**src/inc/width_mode_pkg.sv**
```systemverilog
// shared constants and types for the mode and operand width controller
`default_nettype none
package width_mode_pkg;
  localparam int unsigned addr_width = 32;
  localparam logic reset_extended_mode = 1'b0;
  localparam logic reset_long_word = 1'b0;
  localparam logic [31:0] reset_pc = 32'h0000_0000;
  localparam logic [31:0] pc_increment = 32'h0000_0001;
  localparam logic [2:0] imm_bytes_plain = 3'h2;
  localparam logic [2:0] imm_bytes_one_extra = 3'h3;
  localparam logic [2:0] imm_bytes_two_extra = 3'h4;
  localparam logic [15:0] native_upper_zero = 16'h0000;
  localparam logic [7:0] top_byte_zero = 8'h00;

  typedef enum logic [1:0] {
    ctl_none = 2'h0,
    set_long_word_global = 2'h1,
    clear_long_word_global = 2'h2,
    enter_extended_address_mode = 2'h3
  } ctl_t;

  typedef enum logic [2:0] {
    register_mode = 3'h0,
    immediate_mode = 3'h1,
    indirect_mode = 3'h2,
    direct_address_mode = 3'h3,
    indexed_mode = 3'h4,
    pc_relative_mode = 3'h5,
    sp_relative_mode = 3'h6
  } addr_mode_t;

  typedef enum logic [1:0] {
    size_byte = 2'h0,
    size_word = 2'h1,
    size_long = 2'h2
  } op_size_t;

  typedef enum logic [2:0] {
    st_idle = 3'b001,
    st_armed = 3'b010,
    st_exec = 3'b100
  } seq_state_t;
endpackage
`default_nettype wire

```
**src/rtl/mode_addr_adder.sv**
```systemverilog
// address adder that wraps at 16 or 32 bits depending on the address mode
`timescale 1ns/100ps
`default_nettype none
module mode_addr_adder (
  input wire logic [31:0] base,
  input wire logic [31:0] offset,
  input wire logic extended,
  output logic [31:0] sum
);
  logic [15:0] low_sum;

  always_comb begin
    low_sum = base[15:0] + offset[15:0];
    // native wraps inside the low half so the upper half is never disturbed
    if (extended) begin
      sum = base + offset;
    end else begin
      sum = {base[31:16], low_sum};
    end
  end
endmodule
`default_nettype wire

```
**src/rtl/operand_merge.sv**
```systemverilog
// merges a new value into a destination at byte, word or long width
`timescale 1ns/100ps
`default_nettype none
module operand_merge (
  input wire logic [31:0] old_value,
  input wire logic [31:0] new_value,
  input wire width_mode_pkg::op_size_t size,
  output logic [31:0] merged
);
  import width_mode_pkg::*;

  always_comb begin
    case (size)
      size_byte: merged = {old_value[31:8], new_value[7:0]};
      // word keeps the upper half of old_value
      size_word: merged = {old_value[31:16], new_value[15:0]};
      size_long: merged = new_value;
      default: merged = old_value;
    endcase
  end
endmodule
`default_nettype wire

```
**src/rtl/cpu_mode_and_operand_width_control.sv**
```systemverilog
// core mode state, decoder directive latch and operand formation
`timescale 1ns/100ps
`default_nettype none
module cpu_mode_and_operand_width_control (
  input wire logic clock,
  input wire logic reset,
  input wire logic ctl_valid,
  input wire width_mode_pkg::ctl_t ctl_op,
  input wire logic dir_valid,
  input wire logic prefix_long_word_width,
  input wire logic prefix_word_width,
  input wire logic prefix_immediate_extend_one_byte,
  input wire logic prefix_immediate_extend_two_bytes,
  input wire logic op_valid,
  input wire width_mode_pkg::addr_mode_t op_mode,
  input wire logic op_word,
  input wire logic op_io,
  input wire logic op_jump,
  input wire logic [31:0] inst_field,
  input wire logic [31:0] src_value,
  input wire logic [31:0] dest_old,
  input wire logic [31:0] base_value,
  input wire logic load_valid,
  input wire logic [31:0] load_data,
  input wire logic pc_step,
  input wire logic instr_done,
  output logic extended_mode_q,
  output logic long_word_flag_q,
  output logic eff_long_q,
  output logic [2:0] imm_bytes_q,
  output logic busy_q,
  output logic [31:0] addr_q,
  output logic addr_valid_q,
  output logic addr_is_io_q,
  output logic [31:0] operand_q,
  output logic operand_valid_q,
  output logic [31:0] pc_q
);
  import width_mode_pkg::*;

  // mode group
  logic extended_mode_d;
  logic long_word_flag_d;
  // directive latch group
  seq_state_t state_q, state_d;
  logic pre_long_q, pre_long_d;
  logic pre_word_q, pre_word_d;
  logic pre_one_q, pre_one_d;
  logic pre_two_q, pre_two_d;
  logic eff_long_d;
  logic [2:0] imm_bytes_d;
  logic busy_d;
  // operand group
  op_size_t size_q, size_d;
  logic [31:0] addr_d;
  logic addr_valid_d;
  logic addr_is_io_d;
  logic [31:0] operand_d;
  logic operand_valid_d;
  logic [31:0] pc_d;
  // helpers
  logic eff_long;
  op_size_t op_size;
  logic [31:0] imm_value;
  logic [31:0] direct_addr;
  logic [31:0] disp_ext;
  logic [31:0] ea_base;
  logic [31:0] ea_sum;
  logic [31:0] pc_next;
  logic [31:0] merge_new;
  logic [31:0] merge_out;
  op_size_t merge_size;

  mode_addr_adder ea_adder (
    .base(ea_base),
    .offset(disp_ext),
    .extended(extended_mode_q),
    .sum(ea_sum)
  );

  mode_addr_adder pc_adder (
    .base(pc_q),
    .offset(pc_increment),
    .extended(extended_mode_q),
    .sum(pc_next)
  );

  operand_merge merger (
    .old_value(dest_old),
    .new_value(merge_new),
    .size(merge_size),
    .merged(merge_out)
  );

  // mode group: the two selections never touch each other
  always_comb begin
    extended_mode_d = extended_mode_q;
    long_word_flag_d = long_word_flag_q;
    if (ctl_valid) begin
      case (ctl_op)
        set_long_word_global: long_word_flag_d = 1'b1;
        clear_long_word_global: long_word_flag_d = 1'b0;
        enter_extended_address_mode: extended_mode_d = 1'b1;
        default: extended_mode_d = extended_mode_q;
      endcase
    end
  end

  always_ff @(posedge clock) begin
    if (reset) begin
      extended_mode_q <= reset_extended_mode;
      long_word_flag_q <= reset_long_word;
    end else begin
      extended_mode_q <= extended_mode_d;
      long_word_flag_q <= long_word_flag_d;
    end
  end

  // directive latch: several directives in a row combine for one instruction
  always_comb begin
    state_d = state_q;
    pre_long_d = pre_long_q;
    pre_word_d = pre_word_q;
    pre_one_d = pre_one_q;
    pre_two_d = pre_two_q;
    case (state_q)
      st_idle, st_armed: begin
        if (op_valid) begin
          state_d = st_exec;
        end else if (dir_valid) begin
          state_d = st_armed;
          pre_long_d = pre_long_q | prefix_long_word_width;
          pre_word_d = pre_word_q | prefix_word_width;
          pre_one_d = pre_one_q | prefix_immediate_extend_one_byte;
          pre_two_d = pre_two_q | prefix_immediate_extend_two_bytes;
        end
      end
      st_exec: begin
        if (instr_done) begin
          state_d = st_idle;
          pre_long_d = 1'b0;
          pre_word_d = 1'b0;
          pre_one_d = 1'b0;
          pre_two_d = 1'b0;
        end
      end
      default: begin
        state_d = st_idle;
        pre_long_d = 1'b0;
        pre_word_d = 1'b0;
        pre_one_d = 1'b0;
        pre_two_d = 1'b0;
      end
    endcase
    // prefix overrides the global flag without writing it
    eff_long = pre_long_q | (long_word_flag_q & ~pre_word_q);
    eff_long_d = eff_long;
    busy_d = (state_d != st_idle);
    if (pre_two_q) begin
      imm_bytes_d = imm_bytes_two_extra;
    end else if (pre_one_q) begin
      imm_bytes_d = imm_bytes_one_extra;
    end else begin
      imm_bytes_d = imm_bytes_plain;
    end
  end

  always_ff @(posedge clock) begin
    if (reset) begin
      state_q <= st_idle;
      pre_long_q <= 1'b0;
      pre_word_q <= 1'b0;
      pre_one_q <= 1'b0;
      pre_two_q <= 1'b0;
      eff_long_q <= reset_long_word;
      imm_bytes_q <= imm_bytes_plain;
      busy_q <= 1'b0;
    end else begin
      state_q <= state_d;
      pre_long_q <= pre_long_d;
      pre_word_q <= pre_word_d;
      pre_one_q <= pre_one_d;
      pre_two_q <= pre_two_d;
      eff_long_q <= eff_long_d;
      imm_bytes_q <= imm_bytes_d;
      busy_q <= busy_d;
    end
  end

  // operand formation
  always_comb begin
    if (!op_word) begin
      op_size = size_byte;
    end else if (eff_long) begin
      op_size = size_long;
    end else begin
      op_size = size_word;
    end
    // immediate straight from instruction bytes
    if (pre_two_q) begin
      imm_value = inst_field;
    end else if (pre_one_q) begin
      imm_value = {top_byte_zero, inst_field[23:0]};
    end else begin
      imm_value = {native_upper_zero, inst_field[15:0]};
    end
    if (pre_two_q) begin
      direct_addr = inst_field;
    end else if (pre_one_q) begin
      direct_addr = {top_byte_zero, inst_field[23:0]};
    end else begin
      direct_addr = {native_upper_zero, inst_field[15:0]};
    end
    if (pre_two_q) begin
      disp_ext = {{8{inst_field[23]}}, inst_field[23:0]};
    end else if (pre_one_q) begin
      disp_ext = {{16{inst_field[15]}}, inst_field[15:0]};
    end else begin
      disp_ext = {{24{inst_field[7]}}, inst_field[7:0]};
    end
    ea_base = (op_mode == pc_relative_mode) ? pc_q : base_value;
    merge_size = op_size;
    merge_new = src_value;
    if (op_valid && op_mode == immediate_mode) begin
      merge_new = imm_value;
    end else if (load_valid && !op_valid) begin
      merge_size = size_q;
      // load bytes arrive packed with the lowest address in bits 7..0
      merge_new = load_data;
    end
  end

  always_comb begin
    size_d = size_q;
    addr_d = addr_q;
    addr_valid_d = 1'b0;
    addr_is_io_d = addr_is_io_q;
    operand_d = operand_q;
    operand_valid_d = 1'b0;
    pc_d = pc_step ? pc_next : pc_q;
    if (op_valid) begin
      size_d = op_size;
      case (op_mode)
        register_mode, immediate_mode: begin
          operand_d = merge_out;
          operand_valid_d = 1'b1;
        end
        direct_address_mode: begin
          if (op_jump) begin
            pc_d = direct_addr;
          end else begin
            addr_d = direct_addr;
            addr_valid_d = 1'b1;
            addr_is_io_d = op_io;
          end
        end
        indirect_mode: begin
          addr_d = base_value;
          addr_valid_d = 1'b1;
          addr_is_io_d = op_io;
        end
        indexed_mode, sp_relative_mode: begin
          addr_d = ea_sum;
          addr_valid_d = 1'b1;
          addr_is_io_d = 1'b0;
        end
        pc_relative_mode: begin
          if (op_jump) begin
            pc_d = ea_sum;
          end else begin
            addr_d = ea_sum;
            addr_valid_d = 1'b1;
            addr_is_io_d = 1'b0;
          end
        end
        default: addr_valid_d = 1'b0;
      endcase
    end else if (load_valid && state_q == st_exec) begin
      operand_d = merge_out;
      operand_valid_d = 1'b1;
    end
    // carries past bit 15 are dropped while native
    if (!extended_mode_q) begin
      pc_d[31:16] = native_upper_zero;
    end
  end

  always_ff @(posedge clock) begin
    if (reset) begin
      size_q <= size_byte;
      addr_q <= reset_pc;
      addr_valid_q <= 1'b0;
      addr_is_io_q <= 1'b0;
      operand_q <= reset_pc;
      operand_valid_q <= 1'b0;
      pc_q <= reset_pc;
    end else begin
      size_q <= size_d;
      addr_q <= addr_d;
      addr_valid_q <= addr_valid_d;
      addr_is_io_q <= addr_is_io_d;
      operand_q <= operand_d;
      operand_valid_q <= operand_valid_d;
      pc_q <= pc_d;
    end
  end
endmodule
`default_nettype wire

```
**config.mk**
```make
export PLATFORM = sky130hd
export DESIGN_NAME = cpu_mode_and_operand_width_control
export DESIGN_NICKNAME = d
export VERILOG_FILES = /design/src/inc/width_mode_pkg.sv /design/src/rtl/mode_addr_adder.sv /design/src/rtl/operand_merge.sv /design/src/rtl/cpu_mode_and_operand_width_control.sv
export SDC_FILE = /design/constraint.sdc
export NUM_CORES = 1
export LEC_CHECK = 0
export ABC_AREA = 1
export BUFFER_PORTS_ARGS = -buffer_cell sky130_fd_sc_hd__buf_2
export CAP_MARGIN = 30
export CORE_AREA = 2 2 125 249
export CTS_BUF_LIST = sky130_fd_sc_hd__clkbuf_4 sky130_fd_sc_hd__clkbuf_8 sky130_fd_sc_hd__clkbuf_16
export CTS_CLUSTER_DIAMETER = 200
export DETAILED_ROUTE_END_ITERATION = 8
export DIE_AREA = 0 0 127 251
export SYNTH_ARGS = -nofsm -noshare
export SYNTH_HDL_FRONTEND = slang
export SYNTH_SLANG_ARGS = --single-unit
export TNS_END_PERCENT = 10
```
**constraint.sdc**
```tcl
create_clock -name clock -period 4.1 [get_ports clock]
set_input_delay 0.205 -clock clock [delete_from_list [all_inputs] [get_ports clock]]
set_output_delay 0.205 -clock clock [all_outputs]
set_load 0.02 [all_outputs]
```
==> results of run 1 <==
-- worst min path at each step --
| stage | from | end | slack, ns | cells past startpoint |
|---|---|---|---|---|
| after global routing | op_io | addr_is_io_q$_SDFFE_PP0P_ | 0.02 | 3 |
| final | op_io | addr_is_io_q$_SDFFE_PP0P_ | 0.02 | 3 |
| after floorplan | ctl_valid | long_word_flag_q$_SDFFE_PP0P_ | 0.32 | 1 |
| after detailed placement | prefix_long_word_width | pre_long_q$_SDFFE_PP0P_ | 0.45 | 3 |
| after global placement | ctl_valid | long_word_flag_q$_SDFFE_PP0P_ | 0.44 | 2 |
| after CTS | op_io | addr_is_io_q$_SDFFE_PP0P_ | 0.003 | 3 |
-- per-layer routing --
layer  vias to the layer above  share of wire  wire length (µm)
li1                       6452              -                 -
met1                      5889           0.39             19100
met2                       633           0.48             23500
met3                       124          0.070              3430
met4                         0          0.066              3230
met5                         -              0                 0
-- per-stage QoR --
step / util / setup WS [ns]
after floorplan: - / 1.16
after global placement: 0.406 / 0.500
after detailed placement: 0.407 / 0.532
after CTS: 0.429 / 0.744
after global routing: 0.429 / 0.443
final: 0.429 / 0.651
-- power groups by stage --
| stage | combinational [W] | sequential (W) | clock, W |
|---|---|---|---|
| floorplan | 0.000961 | 0.00131 | 0 |
| global placement | 0.00157 | 0.00126 | 0 |
| detailed placement | 0.00156 | 0.00125 | 0 |
| CTS | 0.00157 | 0.00123 | 0.00159 |
| global route | 0.00176 | 0.00124 | 0.00164 |
| finish | 0.00159 | 0.00123 | 0.00157 |
-- kinds of logic (layout without fill, tap and decap cells) --
family / after synthesis / after routing / synth area share
buffers and inverters: 341 / 608 / 0.127
other: 0 / 1 / 0
AO/OA/AOI/OAI: 370 / 370 / 0.195
flip-flops: 115 / 115 / 0.221
adder cells (fa/ha/maj): 38 / 38 / 0.0464
XOR/XNOR: 39 / 39 / 0.0336
AND/OR/NAND/NOR: 947 / 947 / 0.376
-- cell usage after synthesis, types with 12 or more instances --
library cell  instances
o211ai_1             16
nor2_1              153
nand2_1             602
clkbuf_1             59
nand3_1             124
o22ai_1              18
o21ai_0             178
ha_1                 37
nand4_1              23
xor2_1               33
dfxtp_1             115
o311ai_0             16
inv_1               248
nor3_1               12
buf_2                15
a21oi_1             120
-- sequential cells by signal, indices dropped and copies added (netlist names), 2 cells and up --
signal,count
size_q,2
pc_q,32
operand_q,32
imm_bytes_q,3
addr_q,32
state_q,3
-- timing repair --
action,in CTS,in global routing
endpoints found under the hold margin,5,0
buffers inserted,0,0
hold buffers,5,0
-- layout make-up --
| class | instances | area [µm²] |
|---|---|---|
| fill | 3404 | 17100 |
| multi-input combinational | 1394 | 6780 |
| sequential | 115 | 2300 |
| timing repair buffer | 322 | 1740 |
| inverter | 254 | 953 |
| tap | 368 | 460 |
| clock buffer | 19 | 453 |
| clock inverter | 13 | 149 |
| antenna | 1 | 2.50 |
-- critical path, delay by kind of cell (launching register included) --
| kind | cells | cell delay [ns] |
|---|---|---|
| AND/OR/NAND/NOR | 5 | 1.20 |
| AO/OA/AOI/OAI | 5 | 1.04 |
| flip-flops | 1 | 0.44 |
| adder cells (fa/ha/maj) | 1 | 0.38 |
| XOR/XNOR | 1 | 0.25 |
| buffers and inverters | 1 | 0.06 |
==> metrics.csv, run 1 <==
stage;metric;value;unit
sta;relSlewSlack;0.419;
power_and_ir_drop;finalPower;0.00440;W
outcome;status;completed;
cells_and_area;syn_to_final_growth;23.4;%
clocking;root_buffer;clkbuf_16;
yosys;syn_avg_cell_area;5.62;µm²
detailed_routing;vias;13098;
job;drv_cap;0;
detailed_routing;route.detailed.drc;0;
setup_path;worstPathMaxFanout;10;
yosys;yosysSeqAreaShare;0.221;
detailed_routing;avgViaCountPerCell;5.27;
detailed_routing;avgRoutedWirePerCell;19.8;µm
global_routing;antenna_found_initial;1;
place;gp_congestion;0.978;
cells_and_area;final_common_cell;nand2_1;
clocking;clk_pin_slew_worst_paths;0.06;ns
yosys;synth_area_leaders;dfxtp_1 (22%), nand2_1 (22%), inv_1 (9.0%);
yosys;synth_enable_flop_cells;0;
power_and_ir_drop;share_seq_of_total_power;0.280;
sta;worst_hold_slack;0.0213;ns
detailed_routing;postRouteAntennaNets;0;
detailed_routing;drt-initial-drc-count;1090;
sta;tns;0;ns
power_and_ir_drop;ir_drop;0.000299;V
setup_path;crit_end;pc_q[9]$_SDFF_PP0_;
sta;post-route-period-util;0.841;
hold_path;hp-class;primary input to flop;
die;num_rows;90;
power_and_ir_drop;p_clk_frac;0.358;
cells_and_area;stdcell_count;2486;
clocking;cts_buffers;17;
clocking;cts_resized;0;
cells_and_area;mostFrequentLayoutCells;nand2_1 (602), buf_2 (285), inv_1 (247);
cells_and_area;postLayoutCellArea;12800;µm²
power_and_ir_drop;p_sw;0.00178;W
setup_path;r2r_slack;0.65;ns
sta;rsz0062_at_grt;false;
power_and_ir_drop;pwr-share-comb;0.362;
setup_path;critPathKind;flop to flop;
die;start_util;0.347;
sta;setup_viol;0;
yosys;syn_nets;2068;
place;post_dp_cell_area;12200;µm²
global_routing;grt_pass1_wl;73300;µm
yosys;ys_types;47;
power_and_ir_drop;p_sw_frac;0.404;
global_routing;met1_usage;0.356;
yosys;synthCells;1850;
die;die_x;127;µm
detailed_routing;drt_wl_total;49300;µm
place;dp.cells;2448;
clocking;htreeDepth;4;
setup_path;worstSetupEndpointType;flop;
die;core-area;30000;µm²
cells_and_area;drive_above_1_share;0.180;
setup_path;setup.worst_path.start;pre_two_q$_SDFFE_PP0P_;
yosys;ys_ff_latch;115;
yosys;synth.cell_area;10400;µm²
die;io_pins;286;
yosys;synth_area_leader_cell;dfxtp_1;
place;port_buffers;285;
clocking;clk_latency;0.45;ns
sta;clock_skew;0.0180;ns
setup_path;cp_slowest_cell;nor2_1;
sta;hold_viol_final;0;
detailed_routing;drt_pass1_iterations;6;
power_and_ir_drop;leakagePower;6.80;nW
sta;slew_viol_final;0;
setup_path;critPathRequiredTime;4.46;ns
sta;worst_slew_pin_slew;0.869;ns
sta;fin_crit;3.45;ns
setup_path;reg2reg_from;pre_two_q$_SDFFE_PP0P_;
sta;max_freq;290;MHz
yosys;synth-main-ff-cell;dfxtp_1;
setup_path;crit_arrival;3.81;ns
place;dp_hpwl;39100;µm
yosys;async_flop_share;0;
power_and_ir_drop;internal-power;0.00262;W
clocking;cts.sinks;115;
clocking;cts_buffer_depth;2;
clocking;tritoncts;done;
die;die_y;251;µm
setup_path;max_stage_delay;0.65;ns
die;die-area;31900;µm²
yosys;yosysTopAreaCellShare;0.221;
global_routing;grt_pass1_vias;12500;
global_routing;top_usage_layer;met2;
yosys;ys_warn_count;0;
setup_path;timing.rr.end;pc_q[9]$_SDFF_PP0_;
global_routing;grt_max_degree;69;
global_routing;use_met3;0.0511;
power_and_ir_drop;power_density;342;nW/µm²
cells_and_area;nNetsFinal;2322;
setup_path;crit_path_cell_trace;nor2_1, o21ai_0, ha_1, nand2_1, inv_1, nand2_1, nand2_1, nand3b_1, xor2_1, o21ai_0, a21oi_1, o21ai_0, a21oi_1;
global_routing;overflow;0;
global_routing;use_met2;0.514;
setup_path;reg2regPathDepth;13;
global_routing;grt_use_total;0.304;
setup_path;startpoint_type;flop;
(Power assumes the default switching activity.)
==> inputs of run 2 (changes only) <==
clock period = 3.1 ns   (was 4.1 ns; I/O delays follow)
==> metrics.csv, run 2 (synthesis gave the netlist of run 1 again) <==
stage;metric;value;unit
clocking;clk_latency;0.44;ns
cells_and_area;postLayoutCellArea;13500;µm²
global_routing;overflow;0;
setup_path;max_stage_delay;0.36;ns
place;gp_congestion;0.966;
setup_path;cp_slowest_cell;dfxtp_1;
detailed_routing;avgViaCountPerCell;5.29;
hold_path;min_from;dest_old[13];
setup_path;startpoint_type;flop;
clocking;htreeDepth;4;
die;die-area;31900;µm²
sta;relSlewSlack;0.349;
power_and_ir_drop;power_density;442;nW/µm²
cells_and_area;drive_above_1_share;0.217;
global_routing;use_met2;0.494;
die;start_util;0.347;
job;drv_cap;0;
setup_path;reg2regPathDepth;19;
global_routing;grt_use_total;0.299;
die;die_x;127;µm
cells_and_area;final_common_cell;nand2_1;
setup_path;worstSetupEndpointType;flop;
die;core-area;30000;µm²
sta;setup_viol;0;
clocking;cts_buffer_depth;2;
setup_path;crit_arrival;3.20;ns
setup_path;setup.worst_path.start;pre_one_q$_SDFFE_PP0P_;
sta;post-route-period-util;0.940;
outcome;status;completed;
setup_path;critPathKind;flop to flop;
detailed_routing;drt-initial-drc-count;1232;
hold_path;hp-class;primary input to flop;
detailed_routing;drt_pass1_iterations;6;
hold_path;min_to;operand_q[13]$_SDFFE_PP0P_;
cells_and_area;syn_to_final_growth;30.2;%
clocking;cts.sinks;115;
clocking;cts_buffers;17;
detailed_routing;avgRoutedWirePerCell;19.2;µm
setup_path;critPathMostFrequentCell;nand2_1;
detailed_routing;postRouteAntennaNets;0;
detailed_routing;route.detailed.drc;0;
setup_path;timing.rr.end;pc_q[31]$_SDFF_PP0_;
detailed_routing;vias;13537;
sta;setup_slack;0.187;ns
die;die_y;251;µm
power_and_ir_drop;ir_drop;0.000398;V
global_routing;use_met3;0.0509;
detailed_routing;drt_wl_total;49100;µm
setup_path;reg2reg_from;pre_one_q$_SDFFE_PP0P_;
setup_path;r2r_slack;0.19;ns
clocking;clk_pin_slew_worst_paths;0.06;ns
global_routing;antenna_found_initial;2;
place;port_buffers;285;
sta;fin_crit;2.91;ns
sta;worst_slew_pin_slew;0.975;ns
cells_and_area;reg.largest.list;addr_q: 32 flops, operand_q: 32 flops, pc_q: 32 flops;
global_routing;grt_pass1_wl;73000;µm
cells_and_area;mostFrequentLayoutCells;nand2_1 (601), buf_2 (285), inv_1 (246);
setup_path;worstPathMaxFanout;4;
global_routing;met1_usage;0.363;
global_routing;grt_pass1_vias;12658;
sta;clock_skew;0.00893;ns
cells_and_area;nNetsFinal;2398;
clocking;tritoncts;done;
sta;slew_viol_final;0;
sta;max_freq;343;MHz
global_routing;grt_max_degree;54;
clocking;root_buffer;clkbuf_16;
die;num_rows;90;
place;dp_hpwl;38500;µm
place;post_dp_cell_area;12700;µm²
global_routing;top_usage_layer;met2;
hold_path;whs_path_depth;3;
power_and_ir_drop;leakagePower;7.17;nW
die;io_pins;286;
sta;hold_viol_final;0;
setup_path;crit_path_cell_trace;inv_1, buf_4, nand2_1, nand3_2, o21ai_4, clkinvlp_4, buf_4, ha_1, a21o_1, nor2_1, nand2_1, a21oi_2, nand3_1, nand3_1, nand3_1, nand2_1, nand2_1, nand2_1, a21oi_1;
cells_and_area;n_fill_cell;3345;
setup_path;critPathRequiredTime;3.39;ns
place;dp_slack;0.0173;ns
sta;worst_hold_slack;0.00973;ns
[run 2: power breakdown]
group	internal, W	switching [W]	total [W]
Clock	0.00120	0.000764	0.00196
Combinational	0.000874	0.00153	0.00241
Sequential	0.00156	0.0000529	0.00162
Total	0.00363	0.00235	0.00598
[run 2: worst max-delay path, delay by kind of cell (launching register included)]
| family | cells | cell delay (ns) |
|---|---|---|
| AO/OA/AOI/OAI | 4 | 0.56 |
| adder cells (fa/ha/maj) | 1 | 0.33 |
| buffers and inverters | 4 | 0.60 |
| flip-flops | 1 | 0.36 |
| AND/OR/NAND/NOR | 10 | 0.92 |
[run 2: worst max-delay path by stage]
stage | end | cells past startpoint
3_5_place_dp | addr_q[18]$_SDFFE_PP0P_ | 22
6_report | pc_q[31]$_SDFF_PP0_ | 19
3_3_place_gp | addr_q[18]$_SDFFE_PP0P_ | 21
5_1_grt | pc_q[31]$_SDFF_PP0_ | 19
4_1_cts | addr_q[18]$_SDFFE_PP0P_ | 17
2_1_floorplan | pc_q[24]$_SDFF_PP0_ | 25
[run 2: area by class of cell]
cell class	count	area [µm²]	share of cell area
multi-input cells	1394	6880	0.508
well taps	368	460	0.0340
diodes	1	2.50	0.000185
repair buffers	397	2350	0.174
flip-flops and latches	115	2300	0.170
clock buffers	22	494	0.0365
inverters	254	958	0.0708
clock inverters	7	76.3	0.00564
repair inverters	1	7.51	0.000554
[run 2: per-stage QoR]
step                total power [W]  setup TNS, ns  instances  utilization
detailed placement          0.00392              0       2517        0.426
global route                0.00632        -0.0249       2559        0.452
global placement            0.00392              0       2516        0.425
finish                      0.00598              0       2559        0.452
floorplan                   0.00300              0       1850            -
CTS                         0.00590              0       2553        0.447
[run 2: routing by layer]
layer	part of all wire	routed length [µm]
met5	0.00022	11
met4	0.066	3250
met3	0.079	3900
met2	0.46	22800
met1	0.39	19200
[run 2: repair_timing]
action	4_1_cts	5_1_grt
hold endpoints to repair	8	0
resized for setup	0	30
hold buffers	7	0
setup endpoints to repair	0	34
setup buffers	0	4
